## config.mk

```make
export PLATFORM = sky130hd
export DESIGN_NAME = lbp_dev_end_flat
export DESIGN_NICKNAME = d
export VERILOG_FILES = /design/src/lbp_pkg.sv /design/src/lbp_if.sv /design/src/lbp_dev_end.sv /design/src/flat_wrapper.sv
export SDC_FILE = /design/constraint.sdc
export NUM_CORES = 1
export LEC_CHECK = 0
export BUFFER_PORTS_ARGS = -buffer_cell sky130_fd_sc_hd__buf_2
export CORE_MARGIN = 3
export CORE_UTILIZATION = 60
export CTS_CLUSTER_SIZE = 14
export DETAILED_ROUTE_END_ITERATION = 16
export PLACE_DENSITY = 0.81
export SYNTH_ARGS = -nofsm -noshare
export SYNTH_HDL_FRONTEND = slang
export SYNTH_SLANG_ARGS = --single-unit
```

## constraint.sdc

```tcl
create_clock -name clk -period 4.04 [get_ports clk]
set_input_delay 0.404 -clock clk [delete_from_list [all_inputs] [get_ports clk]]
set_output_delay 0.404 -clock clk [all_outputs]
set_load 0.02 [all_outputs]
```

## src/lbp_pkg.sv

```systemverilog
// Contract
// (RL1) generate and detect PRBS7/11/15, QRSS, Daly
// (RL2) repeating user pattern of 1..32 bits
// (RL3) two 16-bit words alternating every 1..256
// (RL4) 32-bit bit counter, 24-bit error counter
// (RL5) sync, error, overflow events, each maskable
// (RL6) info register records events; host reads it
// (RL7) host configures mux before tester connects
// (RL8) status register flags tester changes of state
// (RL9) status bits set on event, clear on read
// (RL10) direction bit selects network or backplane side
// (RL11) per-channel selectors restrict slots per direction
// (RL12) T1 framing-bit use enables per direction
// (RL13) software replicates short patterns to 32 bits
// (RL14) least significant pattern bit goes first
// (RL15) pseudorandom modes use all-ones pattern bytes
// (RL16) first alternating word from lower two bytes
// (RL17) each word repeats alternating-count times
// (RL18) bit counter counts every bit while synced
// (RL19) error counter counts bad bits while synced
// (RL20) toggling latch-and-clear resets both counters
// (RL21) bit counter saturates, sets its overflow flag
// (RL22) error counter saturates, sets its overflow flag
// (RL23) sync after clean run; lose on error density
`default_nettype none
package lbp_pkg;
    // device register addresses
    localparam logic [7:0] A_CTL1 = 8'h00;
    localparam logic [7:0] A_CTL2 = 8'h01;
    localparam logic [7:0] A_IFC = 8'h02;
    localparam logic [7:0] A_AWC = 8'h03;
    localparam logic [7:0] A_PAT0 = 8'h04;
    localparam logic [7:0] A_BCNT0 = 8'h08;
    localparam logic [7:0] A_ECNT0 = 8'h0C;
    localparam logic [7:0] A_STAT = 8'h0F;
    localparam logic [7:0] A_INFO = 8'h10;
    localparam logic [7:0] A_TXSEL0 = 8'h14;
    localparam logic [7:0] A_RXSEL0 = 8'h18;
    // field positions
    localparam int CTL1_LC = 0;
    localparam int CTL1_MSYNC = 1;
    localparam int CTL1_MERR = 2;
    localparam int CTL1_MOVF = 3;
    localparam int IFC_ACT = 0;
    localparam int IFC_DIR = 1;
    localparam int IFC_RX_FRAMING_BIT_USE = 2;
    localparam int IFC_TX_FRAMING_BIT_USE = 3;
    localparam int EV_SYNC = 0;
    localparam int EV_ERR = 1;
    localparam int EV_BCO = 2;
    localparam int EV_ECO = 3;
    typedef enum logic [2:0] {PM_REP, PM_P7, PM_P11, PM_P15, PM_QRSS, PM_DALY, PM_ALT} lbp_mode_t;
    // synchroniser thresholds
    localparam logic [5:0] SYNC_RUN = 6'h20;
    localparam logic [5:0] LOSS_WIN = 6'h3F;
    localparam logic [3:0] LOSS_ERR = 4'h8;
    localparam logic [3:0] QRSS_ZMAX = 4'hE;
    localparam logic [0:7][7:0] DALY_TBL = {8'h80, 8'h80, 8'h00, 8'hFF, 8'h00, 8'h01, 8'h7E, 8'hAA};
    typedef struct packed {
        logic [19:0] lfsr;
        logic [4:0] idx;
        logic [7:0] wcnt;
        logic alt;
        logic [3:0] zrun;
        logic [2:0] dIdx;
    } lbp_gen_t;
    // host APB map
    localparam logic [7:0] H_CMD = 8'h00;
    localparam logic [7:0] H_STAT = 8'h04;
    localparam logic [7:0] H_PATREP = 8'h08;
    localparam logic [7:0] H_PATLEN = 8'h0C;
    localparam int CMD_WR = 16;
    localparam int HS_BUSY = 8;
    localparam int HS_ALERT = 9;
    localparam int PL_PRBS = 5;
    localparam logic [2:0] Q_ONE = 3'h1;
    localparam logic [2:0] Q_PAT = 3'h4;
endpackage
`default_nettype wire

```

## src/lbp_if.sv

```systemverilog
`timescale 1ns/100ps
`default_nettype none
interface lbp_if;
    logic [7:0] regAddr;
    logic [7:0] regWdata;
    logic regWr;
    logic regRd;
    logic [7:0] regRdata;
    logic regAck;
    logic alert;
    modport dev (input regAddr, regWdata, regWr, regRd, output regRdata, regAck, alert);
    modport host (output regAddr, regWdata, regWr, regRd, input regRdata, regAck, alert);
endinterface
`default_nettype wire

```

## src/lbp_dev_end.sv

```systemverilog
// Local design decisions: the APB slave port and the placing of the registers.
`timescale 1ns/100ps
`default_nettype none
module lbp_dev_end (
    input wire logic clk,
    input wire logic rst,
    lbp_if.dev bus,
    input wire logic bitEn,
    input wire logic [4:0] chanIdx,
    input wire logic fBit,
    input wire logic t1Mode,
    input wire logic netTxIn,
    input wire logic netRxIn,
    output logic txLineOut,
    output logic bpRxOut,
    output logic inSync
);
    typedef enum logic {SY_HUNT, SY_LOCK} lbp_sync_t;
    typedef struct packed {
        logic [7:0] ctl1;
        lbp_pkg::lbp_mode_t mode;
        logic [3:0] ifc;
        logic [7:0] awc;
        logic [31:0] pat;
        logic [31:0] txSel;
        logic [31:0] rxSel;
        lbp_pkg::lbp_gen_t gen;
        lbp_pkg::lbp_gen_t chk;
        lbp_sync_t syncSt;
        logic [5:0] goodRun;
        logic [5:0] winCnt;
        logic [3:0] winErr;
        logic [31:0] bitCnt;
        logic [23:0] errCnt;
        logic [31:0] bitSnap;
        logic [23:0] errSnap;
        logic lcPrev;
        logic [3:0] status;
        logic [3:0] info;
        logic [7:0] rdata;
        logic ack;
        logic alert;
        logic txOut;
        logic bpOut;
    } lbp_dev_st_t;

    lbp_dev_st_t r_r;
    lbp_dev_st_t r_nxt;

    function automatic logic lfsrFb(input logic [19:0] s, input lbp_pkg::lbp_mode_t m);
        case (m)
            lbp_pkg::PM_P7: lfsrFb = s[6] ^ s[5]; // RL1
            lbp_pkg::PM_P11: lfsrFb = s[10] ^ s[8]; // RL1
            lbp_pkg::PM_P15: lfsrFb = s[14] ^ s[13]; // RL1
            default: lfsrFb = s[19] ^ s[16];
        endcase
    endfunction

    function automatic logic patBit(input lbp_pkg::lbp_gen_t g, input lbp_pkg::lbp_mode_t m,
                                    input logic [31:0] p);
        case (m)
            lbp_pkg::PM_REP: patBit = p[g.idx]; // RL2 RL14
            lbp_pkg::PM_ALT: patBit = p[{g.alt, g.idx[3:0]}]; // RL3 RL16
            lbp_pkg::PM_DALY: patBit = lbp_pkg::DALY_TBL[g.dIdx][g.idx[2:0]]; // RL1
            // long zero runs forced to one, as quasi-random signals need
            lbp_pkg::PM_QRSS: patBit = (g.zrun >= lbp_pkg::QRSS_ZMAX) | lfsrFb(g.lfsr, m); // RL1
            default: patBit = lfsrFb(g.lfsr, m);
        endcase
    endfunction

    function automatic lbp_pkg::lbp_gen_t advance(input lbp_pkg::lbp_gen_t g,
                                                  input lbp_pkg::lbp_mode_t m,
                                                  input logic [7:0] awc,
                                                  input logic seedEn,
                                                  input logic seedBit);
        lbp_pkg::lbp_gen_t n;
        logic raw;
        n = g;
        raw = lfsrFb(g.lfsr, m);
        n.lfsr = {g.lfsr[18:0], seedEn ? seedBit : raw};
        n.zrun = raw ? 4'h0 : (&g.zrun ? g.zrun : g.zrun + 4'h1);
        n.idx = (m == lbp_pkg::PM_ALT) ? {1'b0, g.idx[3:0] + 4'h1} : g.idx + 5'h01;
        // count 0 means 256 words through the 8-bit wrap
        if (m == lbp_pkg::PM_ALT && &g.idx[3:0]) begin
            if (g.wcnt + 8'h01 == awc) begin // RL17
                n.wcnt = 8'h00;
                n.alt = ~g.alt; // RL3
            end else begin
                n.wcnt = g.wcnt + 8'h01;
            end
        end
        if (&g.idx[2:0]) begin
            n.dIdx = g.dIdx + 3'h1;
        end
        return n;
    endfunction

    function automatic lbp_pkg::lbp_gen_t seed(input logic [31:0] p);
        lbp_pkg::lbp_gen_t n;
        n = '0;
        // an all-zero register would lock the shift register
        n.lfsr = p[19:0] | {19'h0, ~|p[19:0]}; // RL15
        return n;
    endfunction

    always_comb begin
        logic txSlot;
        logic rxSlot;
        logic act;
        logic dir;
        logic genSlot;
        logic chkSlot;
        logic rxBit;
        logic genBit;
        logic err;
        logic prbs;
        logic reseed;
        logic [3:0] ev;
        logic [3:0] winSum;
        logic [4:0] bo;
        reseed = 1'b0;
        ev = 4'h0;
        winSum = 4'h0;
        bo = 5'h00;
        r_nxt = r_r;
        r_nxt.ack = 1'b0;
        txSlot = fBit ? (t1Mode & r_r.ifc[lbp_pkg::IFC_TX_FRAMING_BIT_USE]) : r_r.txSel[chanIdx]; // RL11 RL12
        rxSlot = fBit ? (t1Mode & r_r.ifc[lbp_pkg::IFC_RX_FRAMING_BIT_USE]) : r_r.rxSel[chanIdx]; // RL11 RL12
        act = r_r.ifc[lbp_pkg::IFC_ACT]; // RL7
        dir = r_r.ifc[lbp_pkg::IFC_DIR]; // RL10
        genSlot = act & (dir ? rxSlot : txSlot);
        chkSlot = act & (dir ? txSlot : rxSlot);
        rxBit = dir ? netTxIn : netRxIn; // RL10
        genBit = patBit(r_r.gen, r_r.mode, r_r.pat);
        err = rxBit ^ patBit(r_r.chk, r_r.mode, r_r.pat);
        prbs = r_r.mode inside {[lbp_pkg::PM_P7:lbp_pkg::PM_QRSS]};

        if (bitEn) begin
            r_nxt.txOut = (act & ~dir & txSlot) ? genBit : netTxIn; // RL10
            r_nxt.bpOut = (act & dir & rxSlot) ? genBit : netRxIn; // RL10
            if (genSlot) begin
                r_nxt.gen = advance(r_r.gen, r_r.mode, r_r.awc, 1'b0, 1'b0);
            end
        end

        if (bitEn && chkSlot) begin
            if (r_r.syncSt == SY_HUNT) begin
                // prbs hunts by self-seeding; fixed patterns slip one bit per miss
                if (prbs) begin
                    r_nxt.chk = advance(r_r.chk, r_r.mode, r_r.awc, 1'b1, rxBit);
                end else if (!err) begin
                    r_nxt.chk = advance(r_r.chk, r_r.mode, r_r.awc, 1'b0, 1'b0);
                end
                r_nxt.goodRun = err ? 6'h00 : r_r.goodRun + 6'h01;
                if (!err && r_r.goodRun == lbp_pkg::SYNC_RUN - 6'h01) begin // RL23
                    r_nxt.syncSt = SY_LOCK;
                    r_nxt.winCnt = 6'h00;
                    r_nxt.winErr = 4'h0;
                    ev[lbp_pkg::EV_SYNC] = 1'b1;
                end
            end else begin
                r_nxt.chk = advance(r_r.chk, r_r.mode, r_r.awc, 1'b0, 1'b0);
                if (~&r_r.bitCnt) begin
                    r_nxt.bitCnt = r_r.bitCnt + 32'h00000001; // RL18
                    ev[lbp_pkg::EV_BCO] = &r_nxt.bitCnt; // RL21
                end
                if (err) begin
                    ev[lbp_pkg::EV_ERR] = 1'b1;
                    if (~&r_r.errCnt) begin
                        r_nxt.errCnt = r_r.errCnt + 24'h000001; // RL19
                        ev[lbp_pkg::EV_ECO] = &r_nxt.errCnt; // RL22
                    end
                end
                winSum = r_r.winErr + {3'h0, err};
                r_nxt.winCnt = r_r.winCnt + 6'h01;
                r_nxt.winErr = winSum;
                if (winSum >= lbp_pkg::LOSS_ERR) begin // RL23
                    r_nxt.syncSt = SY_HUNT;
                    r_nxt.goodRun = 6'h00;
                    ev[lbp_pkg::EV_SYNC] = 1'b1;
                end else if (r_r.winCnt == lbp_pkg::LOSS_WIN) begin
                    r_nxt.winErr = 4'h0;
                end
            end
        end

        // latch on the rising edge of the bit, then clear live counts
        r_nxt.lcPrev = r_r.ctl1[lbp_pkg::CTL1_LC];
        if (r_r.ctl1[lbp_pkg::CTL1_LC] && !r_r.lcPrev) begin
            r_nxt.bitSnap = r_r.bitCnt;
            r_nxt.errSnap = r_r.errCnt;
            r_nxt.bitCnt = 32'h00000000; // RL20
            r_nxt.errCnt = 24'h000000; // RL20
        end

        if (bus.regWr) begin
            r_nxt.ack = 1'b1;
            if (bus.regAddr[7:2] == lbp_pkg::A_PAT0[7:2]) begin
                r_nxt.pat[{bus.regAddr[1:0], 3'h0} +: 8] = bus.regWdata;
                reseed = 1'b1;
            end else if (bus.regAddr[7:2] == lbp_pkg::A_TXSEL0[7:2]) begin
                r_nxt.txSel[{bus.regAddr[1:0], 3'h0} +: 8] = bus.regWdata; // RL11
            end else if (bus.regAddr[7:2] == lbp_pkg::A_RXSEL0[7:2]) begin
                r_nxt.rxSel[{bus.regAddr[1:0], 3'h0} +: 8] = bus.regWdata; // RL11
            end else if (bus.regAddr == lbp_pkg::A_CTL1) begin
                r_nxt.ctl1 = bus.regWdata;
            end else if (bus.regAddr == lbp_pkg::A_CTL2) begin
                r_nxt.mode = lbp_pkg::lbp_mode_t'(bus.regWdata[2:0]);
                reseed = 1'b1;
            end else if (bus.regAddr == lbp_pkg::A_IFC) begin
                r_nxt.ifc = bus.regWdata[3:0];
            end else if (bus.regAddr == lbp_pkg::A_AWC) begin
                r_nxt.awc = bus.regWdata;
            end
        end
        if (reseed) begin
            r_nxt.gen = seed(r_nxt.pat);
            r_nxt.chk = seed(r_nxt.pat);
            r_nxt.syncSt = SY_HUNT;
            r_nxt.goodRun = 6'h00;
        end

        // a fresh event beats the read that clears its flag
        r_nxt.status = ((bus.regRd && bus.regAddr == lbp_pkg::A_STAT) ? 4'h0 : r_r.status)
                       | ev; // RL8 RL9
        bo = {1'b0, ev} & ~{1'b0, r_r.ctl1[lbp_pkg::CTL1_MOVF], r_r.ctl1[lbp_pkg::CTL1_MOVF],
                            r_r.ctl1[lbp_pkg::CTL1_MERR], r_r.ctl1[lbp_pkg::CTL1_MSYNC]}; // RL5
        r_nxt.info = ((bus.regRd && bus.regAddr == lbp_pkg::A_INFO) ? 4'h0 : r_r.info)
                     | bo[3:0]; // RL6
        r_nxt.alert = |r_nxt.info; // RL6

        if (bus.regRd) begin
            r_nxt.ack = 1'b1;
            r_nxt.rdata = 8'h00;
            if (bus.regAddr == lbp_pkg::A_STAT) begin
                r_nxt.rdata = {3'h0, r_r.syncSt == SY_LOCK, r_r.status};
            end else if (bus.regAddr[7:2] == lbp_pkg::A_PAT0[7:2]) begin
                r_nxt.rdata = r_r.pat[{bus.regAddr[1:0], 3'h0} +: 8];
            end else if (bus.regAddr[7:2] == lbp_pkg::A_BCNT0[7:2]) begin
                r_nxt.rdata = r_r.bitSnap[{bus.regAddr[1:0], 3'h0} +: 8]; // RL4
            end else if (bus.regAddr[7:2] == lbp_pkg::A_ECNT0[7:2]) begin
                r_nxt.rdata = r_r.errSnap[{bus.regAddr[1:0], 3'h0} +: 8]; // RL4
            end else if (bus.regAddr[7:2] == lbp_pkg::A_TXSEL0[7:2]) begin
                r_nxt.rdata = r_r.txSel[{bus.regAddr[1:0], 3'h0} +: 8];
            end else if (bus.regAddr[7:2] == lbp_pkg::A_RXSEL0[7:2]) begin
                r_nxt.rdata = r_r.rxSel[{bus.regAddr[1:0], 3'h0} +: 8];
            end else if (bus.regAddr == lbp_pkg::A_CTL1) begin
                r_nxt.rdata = r_r.ctl1;
            end else if (bus.regAddr == lbp_pkg::A_CTL2) begin
                r_nxt.rdata = {5'h00, r_r.mode};
            end else if (bus.regAddr == lbp_pkg::A_IFC) begin
                r_nxt.rdata = {4'h0, r_r.ifc};
            end else if (bus.regAddr == lbp_pkg::A_AWC) begin
                r_nxt.rdata = r_r.awc;
            end else if (bus.regAddr == lbp_pkg::A_INFO) begin
                r_nxt.rdata = {4'h0, r_r.info};
            end
        end
    end

    always_ff @(posedge clk) begin
        if (rst) begin
            r_r <= '0;
        end else begin
            r_r <= r_nxt;
        end
    end

    assign bus.regRdata = r_r.rdata;
    assign bus.regAck = r_r.ack;
    assign bus.alert = r_r.alert;
    assign txLineOut = r_r.txOut;
    assign bpRxOut = r_r.bpOut;
    assign inSync = (r_r.syncSt == SY_LOCK);
endmodule
`default_nettype wire

```

## src/flat_wrapper.sv

```systemverilog
// flat-port wrapper written by rule: the top's interface ports become plain ports
module lbp_dev_end_flat 
  (clk, rst, bitEn, chanIdx, fBit, t1Mode, netTxIn, netRxIn, txLineOut, bpRxOut, inSync, bus_regAddr, bus_regWdata, bus_regWr, bus_regRd, bus_regRdata, bus_regAck, bus_alert);
  lbp_if bus_i ();
  input wire logic clk;
  input wire logic rst;
  input wire logic bitEn;
  input wire logic [4:0] chanIdx;
  input wire logic fBit;
  input wire logic t1Mode;
  input wire logic netTxIn;
  input wire logic netRxIn;
  output logic txLineOut;
  output logic bpRxOut;
  output logic inSync;
  input wire logic [$bits(bus_i.regAddr)-1:0] bus_regAddr;
  input wire logic [$bits(bus_i.regWdata)-1:0] bus_regWdata;
  input wire logic [$bits(bus_i.regWr)-1:0] bus_regWr;
  input wire logic [$bits(bus_i.regRd)-1:0] bus_regRd;
  output wire logic [$bits(bus_i.regRdata)-1:0] bus_regRdata;
  output wire logic [$bits(bus_i.regAck)-1:0] bus_regAck;
  output wire logic [$bits(bus_i.alert)-1:0] bus_alert;
  assign bus_i.regAddr = bus_regAddr;
  assign bus_i.regWdata = bus_regWdata;
  assign bus_i.regWr = bus_regWr;
  assign bus_i.regRd = bus_regRd;
  assign bus_regRdata = bus_i.regRdata;
  assign bus_regAck = bus_i.regAck;
  assign bus_alert = bus_i.alert;
  lbp_dev_end u_core (.clk(clk), .rst(rst), .bus(bus_i), .bitEn(bitEn), .chanIdx(chanIdx), .fBit(fBit), .t1Mode(t1Mode), .netTxIn(netTxIn), .netRxIn(netRxIn), .txLineOut(txLineOut), .bpRxOut(bpRxOut), .inSync(inSync));
endmodule
```

==> summary.md, run 1 <==
| Metric | Value |
|---|---|
| Status | `completed` |
| Largest net degree at the start of global routing | `125` |
| Cell area after synthesis | `19000 um^2` |
| Clock Sinks | `351` |
| H-tree levels | `2` |
| CP top delay family | `compound AO/OA/AOI/OAI gates` |
| Port Buffers | `42` |
| Setup TNS | `0 ns` |
| Number of synthesized register bits | `351` |
| Final nets | `2240` |
| Starting Density | `0.615` |
| Worst reg2reg path endpoint | `u_core.bus.alert` |
| Top_reg_cell synth | `dfxtp_1` |
| DRT Pass-1 Iters | `9` |
| Crit path from | `u_core.r_r[167]` |
| FFs w/ async S/R, synth | `0` |
| CTS tree | `yes` |
| DR vias/cell | `6.61` |
| Period utilization | `0.910` |
| Total wire length | `55000 um` |
| Global-route wire length before repair | `87700 um` |
| Critical path depth | `14` |
| Detail Route Antenna Nets | `0` |
| RD Place Congestion | `0.982` |
| Post-route core utilization | `0.670` |
| Worst-Skew Late Latency | `0.54 ns` |
| Gr ovfl total | `0` |
| Synthesis-to-finish area growth | `8.97%` |
| Root Driver | `clkbuf_16` |
| Layout cell share with drive strength beyond 1 | `0.113` |
| DR WL/cell | `21.1 um` |
| Worst Slack Setup Final | `0.365 ns` |
| R2R Setup Slk | `0.36 ns` |
| Lkg Pwr | `6.99 nW` |
| Die Wd | `184 um` |
| Final Hold Fails | `0` |
| Post-DP HPWL | `39000 um` |
| Starting DRT DRC Count | `2030` |
| EDFF count, synth | `0` |
| Cell Pwr Density | `353 nW/um^2` |
| Fin cells | `2602` |
| Hold buffers post-CTS | `0` |
| Slew margin rel. | `0.268` |
| Synth Instances | `2210` |
| Syn nets | `2270` |
| Average cell area after synthesis | `8.58 um^2` |
| Worst Hold Class | `in2reg` |
| DRC | `0` |
| Worst Setup Start Kind | `register` |
| Final Critical Period | `3.68 ns` |
| CP Buf/Inv Count | `2` |
| Crit path DAT | `4.11 ns` |
| Max IR drop VDD | `0.000311 V` |
| Clock-pin slew on the worst setup and hold paths | `0.06 ns` |
| Vias post-DR | `17.2k` |
| Crit-path cells | `buf_4, mux2i_1, mux4_2, o22a_1, a21o_1, a41oi_2, nand3_1, inv_2, ha_1, nand3_1, xor2_1, or3_1, a2bb2oi_1, a41oi_1` |
| Core area | `30800 um^2` |
| FP Rows | `64` |
| Worst slack, placed | `0.310 ns` |
| Fmax | `272 MHz` |
| R2r startpoint | `u_core.r_r[167]` |
| Commonest non-fill, non-tap cell in the layout | `dfxtp_1` |
| Setup-failing EPs final | `0` |
| Crit-path most repeated cell | `nand3_1` |
| CP peak stage delay | `0.50 ns` |
| Max Clock Skew | `0.0264 ns` |
| Die Y | `184 um` |
| Max-cap violations | `0` |
| Crit. End Element | `register` |
| GRT Util Overall | `0.321` |
| CP Data Required Time | `4.47 ns` |
| CTS Buf Count | `38` |
| Crit Path Class | `reg2reg` |
| Unrepaired setup endpoints after global routing | `no` |
| Die ar. | `33800 um^2` |
| Most frequent cells in the layout | `dfxtp_1, nand2_1, nor2_1, a21oi_1, mux2i_1` |
| Slowest CP cell | `mux4_2` |
| Filler instances | `2468` |
| Reg2Reg Depth | `14` |
| Placed Instances | `2536` |
| Max-slew violation count | `0` |
| Post-synth cell types | `90` |
| CP Capture Point | `u_core.bus.alert` |
| Top Ports | `43` |
| Ys Warns | `0` |
| Number of global-route vias before repair | `16.1k` |
| Storage cell area | `7030 um^2` |
| Worst-margin pin slew | `1.09 ns` |
| Sequential area share after synthesis | `0.371` |
| Initial antenna violation count | `0` |
| Antenna Cells | `0` |
| Critical path peak fanout | `22` |
| Multi-input logic area | `11200 um^2` |
| Clock buffer depth | `3` |
## power breakdown
group / switching [mW] / internal (mW) / leakage [nW]
clock network: 1.45 / 2.05 / 0.624
logic: 0.222 / 0.0930 / 3.54
registers: 0.00668 / 3.47 / 2.83
total: 1.68 / 5.61 / 6.99
## worst reg2reg max path: cells and delay by family (launching register included)
family / cells / cell delay (ns)
AO/OA/AOI/OAI: 5 / 1.13
AND/OR/NAND/NOR: 3 / 0.68
multiplexers: 2 / 0.63
buffers and inverters: 2 / 0.47
flip-flops: 1 / 0.30
adder cells (fa/ha/maj): 1 / 0.19
XOR/XNOR: 1 / 0.18
## synthesized netlist by cell type (all sizes together) (16+ instances only)
master / count / area (um^2)
and3: 28 / 175
o31ai: 21 / 158
nand2b: 29 / 181
a31oi: 16 / 100
nand2: 295 / 1110
ha: 30 / 375
xor2: 42 / 368
a21oi: 216 / 1080
nand3: 100 / 500
mux4: 60 / 1350
dfxtp: 351 / 7030
or3: 20 / 125
buf: 47 / 282
xnor2: 36 / 315
nor2: 232 / 878
nand4: 35 / 234
o211ai: 17 / 128
or4: 27 / 203
mux2i: 150 / 1500
a21o: 21 / 158
clkbuf: 107 / 402
nor3: 23 / 125
inv: 32 / 120
o21ai: 43 / 215
and2: 24 / 150
a211oi: 17 / 128
## state kept, by name, summed over array words and instances, names as in the netlist
| name | flops |
|---|---|
| u_core.bus.regAck | 1 |
| u_core.r_nxt | 1 |
| u_core.bus.alert | 1 |
| u_core.txLineOut | 1 |
| u_core.r_r | 337 |
| u_core.bus.regRdata | 8 |
| u_core.bpRxOut | 1 |
| u_core.inSync | 1 |
## worst min path at each step
| stage | start | end | cells past startpoint |
|---|---|---|---|
| final | bus_regWdata[5] | u_core.r_r[261] | 3 |
| after global routing | bus_regWdata[6] | u_core.r_r[262] | 3 |
| after CTS | bus_regWdata[6] | u_core.r_r[294] | 3 |
| after detailed placement | u_core.r_r[37] | u_core.r_r[37] | 2 |
| after global placement | u_core.r_r[69] | u_core.r_r[69] | 2 |
| after floorplan | u_core.r_r[37] | u_core.r_r[37] | 2 |
## metal layers
| layer | vias to the layer above | global-route usage | wire, um |
|---|---|---|---|
| met1 | 8192 | 0.447 | 22700 |
| met2 | 901 | 0.490 | 24200 |
| met5 | - | 0 | 0 |
| met4 | 0 | 0.132 | 2550 |
| met3 | 191 | 0.0649 | 5630 |
| li1 | 7904 | - | - |
## per-stage QoR
step / cell area (um^2) / hold WS (ns) / power, mW
floorplan: 19000 / 0.433 / 3.76
global placement: 19400 / 0.441 / 3.85
detailed placement: 19400 / 0.447 / 3.86
CTS: 20600 / 0.191 / 7.31
global route: 20700 / 0.209 / 7.48
finish: 20700 / 0.202 / 7.29
## kinds of logic after synthesis
kind of cell / count (synthesis) / share of synthesized area
AO/OA/AOI/OAI: 466 / 0.155
XOR/XNOR: 78 / 0.0360
adder cells (fa/ha/maj): 30 / 0.0198
buffers and inverters: 186 / 0.0424
flip-flops: 351 / 0.371
multiplexers: 217 / 0.155
AND/OR/NAND/NOR: 882 / 0.222
## what timing repair did
| item | CTS | global route |
|---|---|---|
| setup endpoints to repair | 0 | 3 |
| setup buffers | 0 | 0 |
| gates resized for setup | 0 | 4 |
## cell type report
type | count | share of cell area
clock buffer | 51 | 0.0532
clock inverter | 15 | 0.00763
inverter | 32 | 0.00581
multi-input combinational | 1673 | 0.542
sequential | 351 | 0.340
tap | 396 | 0.0240
timing repair buffer | 84 | 0.0276
(Power assumes the default switching activity.)
==> run 2, diff against run 1 <==
--- a/config.mk
+++ b/config.mk
@@ -6,11 +6,13 @@
 export NUM_CORES = 1
 export LEC_CHECK = 0
 export BUFFER_PORTS_ARGS = -buffer_cell sky130_fd_sc_hd__buf_2
+export CELL_PAD_IN_SITES_DETAIL_PLACEMENT = 1
+export CELL_PAD_IN_SITES_GLOBAL_PLACEMENT = 1
 export CORE_MARGIN = 3
-export CORE_UTILIZATION = 60
+export CORE_UTILIZATION = 49
 export CTS_CLUSTER_SIZE = 14
 export DETAILED_ROUTE_END_ITERATION = 16
-export PLACE_DENSITY = 0.81
+export PLACE_DENSITY = 0.85
 export SYNTH_ARGS = -nofsm -noshare
 export SYNTH_HDL_FRONTEND = slang
 export SYNTH_SLANG_ARGS = --single-unit
==> run 2 against run 1 <==
Design area grew 1.3%. Register-to-register slack lost 0.02 ns. Clock-buffer cell count grew 1. Critical path depth grew 2. Final cell count grew 4.7%. Die area grew 22%. Clock skew shrank 0.0021 ns.
==> summary.md, run 2 (synthesis results as in run 1) <==
| Metric | Value |
|---|---|
| Max reg flops | `337 (unchanged)` |
| Antenna Cells | `0 (unchanged)` |
| Final nets | `2245 (was 2240)` |
| Worst Setup Start Kind | `register (unchanged)` |
| Slew margin rel. | `0.174 (was 0.268)` |
| Worst-margin pin slew | `1.23 ns (was 1.09 ns)` |
| Reg with most FFs | `u_core.r_r (unchanged)` |
| Initial antenna violation count | `1 (was 0)` |
| Setup-failing EPs final | `0 (unchanged)` |
| Detail Route Antenna Nets | `0 (unchanged)` |
| Fin cells | `2725 (was 2602)` |
| Root Driver | `clkbuf_16 (unchanged)` |
| Placed Instances | `2653 (was 2536)` |
| Lkg Pwr | `7.07 nW (was 6.99 nW)` |
| Tot Pwr | `7.60 mW (was 7.29 mW)` |
| Layout cell share with drive strength beyond 1 | `0.117 (was 0.113)` |
| Status | `completed (unchanged)` |
| Worst-Skew Late Latency | `0.58 ns (was 0.54 ns)` |
| Max-cap violations | `0 (unchanged)` |
| Worst Hold Class | `in2reg (unchanged)` |
| DRC | `0 (unchanged)` |
| Die Wd | `203 um (was 184 um)` |
| Period utilization | `0.913 (was 0.910)` |
| Fmax | `271 MHz (was 272 MHz)` |
| Hold buffers post-CTS | `0 (unchanged)` |
| Post-DP HPWL | `45700 um (was 39000 um)` |
| Setup TNS | `0 ns (unchanged)` |
| DR vias/cell | `6.43 (was 6.61)` |
| Clock Sinks | `351 (unchanged)` |
| Clock-pin slew on the worst setup and hold paths | `0.06 ns (about the same)` |
| R2R Setup Slk | `0.35 ns (was 0.36 ns)` |
| DRT Pass-1 Iters | `7 (was 9)` |
| Port Buffers | `42 (unchanged)` |
| CP peak stage delay | `0.51 ns (was 0.50 ns)` |
| Commonest non-fill, non-tap cell in the layout | `dfxtp_1 (unchanged)` |
| Vias post-DR | `17.5k (was 17.2k)` |
| RD Place Congestion | `0.971 (was 0.982)` |
| Top Ports | `43 (unchanged)` |
| Gr ovfl total | `0 (unchanged)` |
| Critical path depth | `16 (was 14)` |
| Fin area | `20900 um^2 (was 20700 um^2)` |
| Unrepaired setup endpoints after global routing | `no (unchanged)` |
| GRT Util Overall | `0.305 (was 0.321)` |
| Worst Hold End | `u_core.r_r[292] (was u_core.r_r[261])` |
| P_int | `5.80 mW (was 5.61 mW)` |
| Slowest CP cell | `mux4_2 (unchanged)` |
| Final Critical Period | `3.69 ns (was 3.68 ns)` |
| Max IR drop VDD | `0.000312 V (was 0.000311 V)` |
| CP Buf/Inv Count | `2 (unchanged)` |
| Die Y | `203 um (was 184 um)` |
| P_sw | `1.80 mW (was 1.68 mW)` |
| Max-slew violation count | `0 (unchanged)` |
| Switching Fraction | `0.237 (was 0.231)` |
| Area after DPL | `19500 um^2 (was 19400 um^2)` |
| Core area | `37900 um^2 (was 30800 um^2)` |
| Crit path DAT | `4.14 ns (was 4.11 ns)` |
| R2r startpoint | `u_core.r_r[167] (unchanged)` |
| Hold Startpoint | `bus_regWdata[4] (was bus_regWdata[5])` |
| Number of global-route vias before repair | `17.8k (was 16.1k)` |
| Clock power frac | `0.500 (was 0.480)` |
| Crit-path cells | `buf_6, mux2i_1, mux4_2, o22a_1, a21o_1, a41oi_4, nand3_1, inv_2, ha_1, nand3_1, xor2_1, nand2_1, nand2_4, nor4_1, o21ai_0, nand2_1 (was buf_4, mux2i_1, mux4_2, o22a_1, a21o_1, a41oi_2, nand3_1, inv_2, ha_1, nand3_1, xor2_1, or3_1, a2bb2oi_1, a41oi_1)` |
| Clock buffer depth | `3 (unchanged)` |
| Max Clock Skew | `0.0243 ns (was 0.0264 ns)` |
| Global-route wire length before repair | `101000 um (was 87700 um)` |
| Starting Density | `0.500 (was 0.615)` |
| Comb power frac | `0.043 (about the same)` |
| Largest net degree at the start of global routing | `103 (was 125)` |
| Most frequent cells in the layout | `dfxtp_1, nand2_1, nor2_1, a21oi_1, mux2i_1 (unchanged)` |
| Reg power frac | `0.458 (was 0.477)` |
| Cell Pwr Density | `363 nW/um^2 (was 353 nW/um^2)` |
| Total wire length | `63900 um (was 55000 um)` |
| Storage cell area | `7030 um^2 (about the same)` |
| Hold_ws | `0.163 ns (was 0.202 ns)` |
| Final Hold Fails | `0 (unchanged)` |
| FP Rows | `71 (was 64)` |
| Crit. End Element | `register (unchanged)` |
| H-tree levels | `2 (unchanged)` |
| Die ar. | `41100 um^2 (was 33800 um^2)` |
| CTS tree | `yes (unchanged)` |
| Crit Path Class | `reg2reg (unchanged)` |
| Filler instances | `4448 (was 2468)` |
| Worst reg2reg path endpoint | `u_core.r_r[147] (was u_core.bus.alert)` |
| Hold path depth | `3 (unchanged)` |
| Critical path peak fanout | `22 (unchanged)` |
| CTS Buf Count | `41 (was 38)` |
| Multi-input logic area | `11200 um^2 (about the same)` |
| Reg2Reg Depth | `16 (was 14)` |
| CP top delay family | `compound AO/OA/AOI/OAI gates (unchanged)` |
| Starting DRT DRC Count | `1585 (was 2030)` |
| Synthesis-to-finish area growth | `10.4% (was 8.97%)` |
| DR WL/cell | `23.5 um (was 21.1 um)` |
| CP Data Required Time | `4.49 ns (was 4.47 ns)` |
-- run 2: cell types whose count changed in the layout (fill, tap and decap cells not counted), moves of 2 or more --
cell and change:
dfxtp_1 -2, clkbuf_16 +5, buf_12 -2, clkinv_4 -2, clkbuf_8 -4, clkinv_2 +8, dfxtp_2 +2, buf_4 +3
-- run 2: worst max path at each step --
stage | slack [ns] | to | start
floorplan | 0.40 | u_core.r_r[161] | bus_regAddr[0]
global placement | 0.20 | u_core.r_r[123] | chanIdx[1]
detailed placement | -0.11 | u_core.r_r[122] | chanIdx[1]
global route | 0.01 | u_core.r_r[146] | u_core.r_r[167]
finish | 0.35 | u_core.r_r[147] | u_core.r_r[167]
CTS | 0.14 | u_core.r_r[146] | u_core.r_r[167]
-- run 2: cell type report --
type | count | area share
clock buffer | 52 | 0.0559
tap | 511 | 0.0305
sequential | 351 | 0.336
inverter | 32 | 0.00574
clock inverter | 20 | 0.00903
timing repair buffer | 86 | 0.0269
multi-input combinational | 1673 | 0.536
-- run 2: power groups by stage --
stage	Clock (mW)	Combinational, mW	Sequential (mW)
2_1_floorplan	0	0.204	3.55
3_3_place_gp	0	0.303	3.55
3_5_place_dp	0	0.313	3.55
4_1_cts	3.84	0.317	3.48
5_1_grt	3.99	0.345	3.47
6_report	3.80	0.325	3.48
-- run 2: repair_timing --
action | in CTS | in global routing
setup buffers | 0 | 0
resized for setup | 0 | 10
setup endpoints to repair | 0 | 11
hold endpoints to repair | 0 | 0
-- run 2: worst min-delay path, cell delays in order --
cell	delay [ns]
buf_2	0.15
nand3_1	0.08
a21oi_1	0.05
-- run 2: stage by stage --
stage                     utilization  setup slack [ns]
after CTS                       0.551             0.136
after global placement          0.515             0.196
after floorplan                     -             0.401
after detailed placement        0.515            -0.108
after global routing            0.552            0.0148
final                           0.552             0.350
-- run 2: per-layer routing --
| layer | vias up | part of all wire | global-route usage |
|---|---|---|---|
| li1 | 7941 | - | - |
| met1 | 8758 | 0.42 | 0.405 |
| met2 | 662 | 0.47 | 0.493 |
| met3 | 168 | 0.077 | 0.0580 |
| met4 | 0 | 0.041 | 0.119 |
| met5 | - | 0 | 0 |
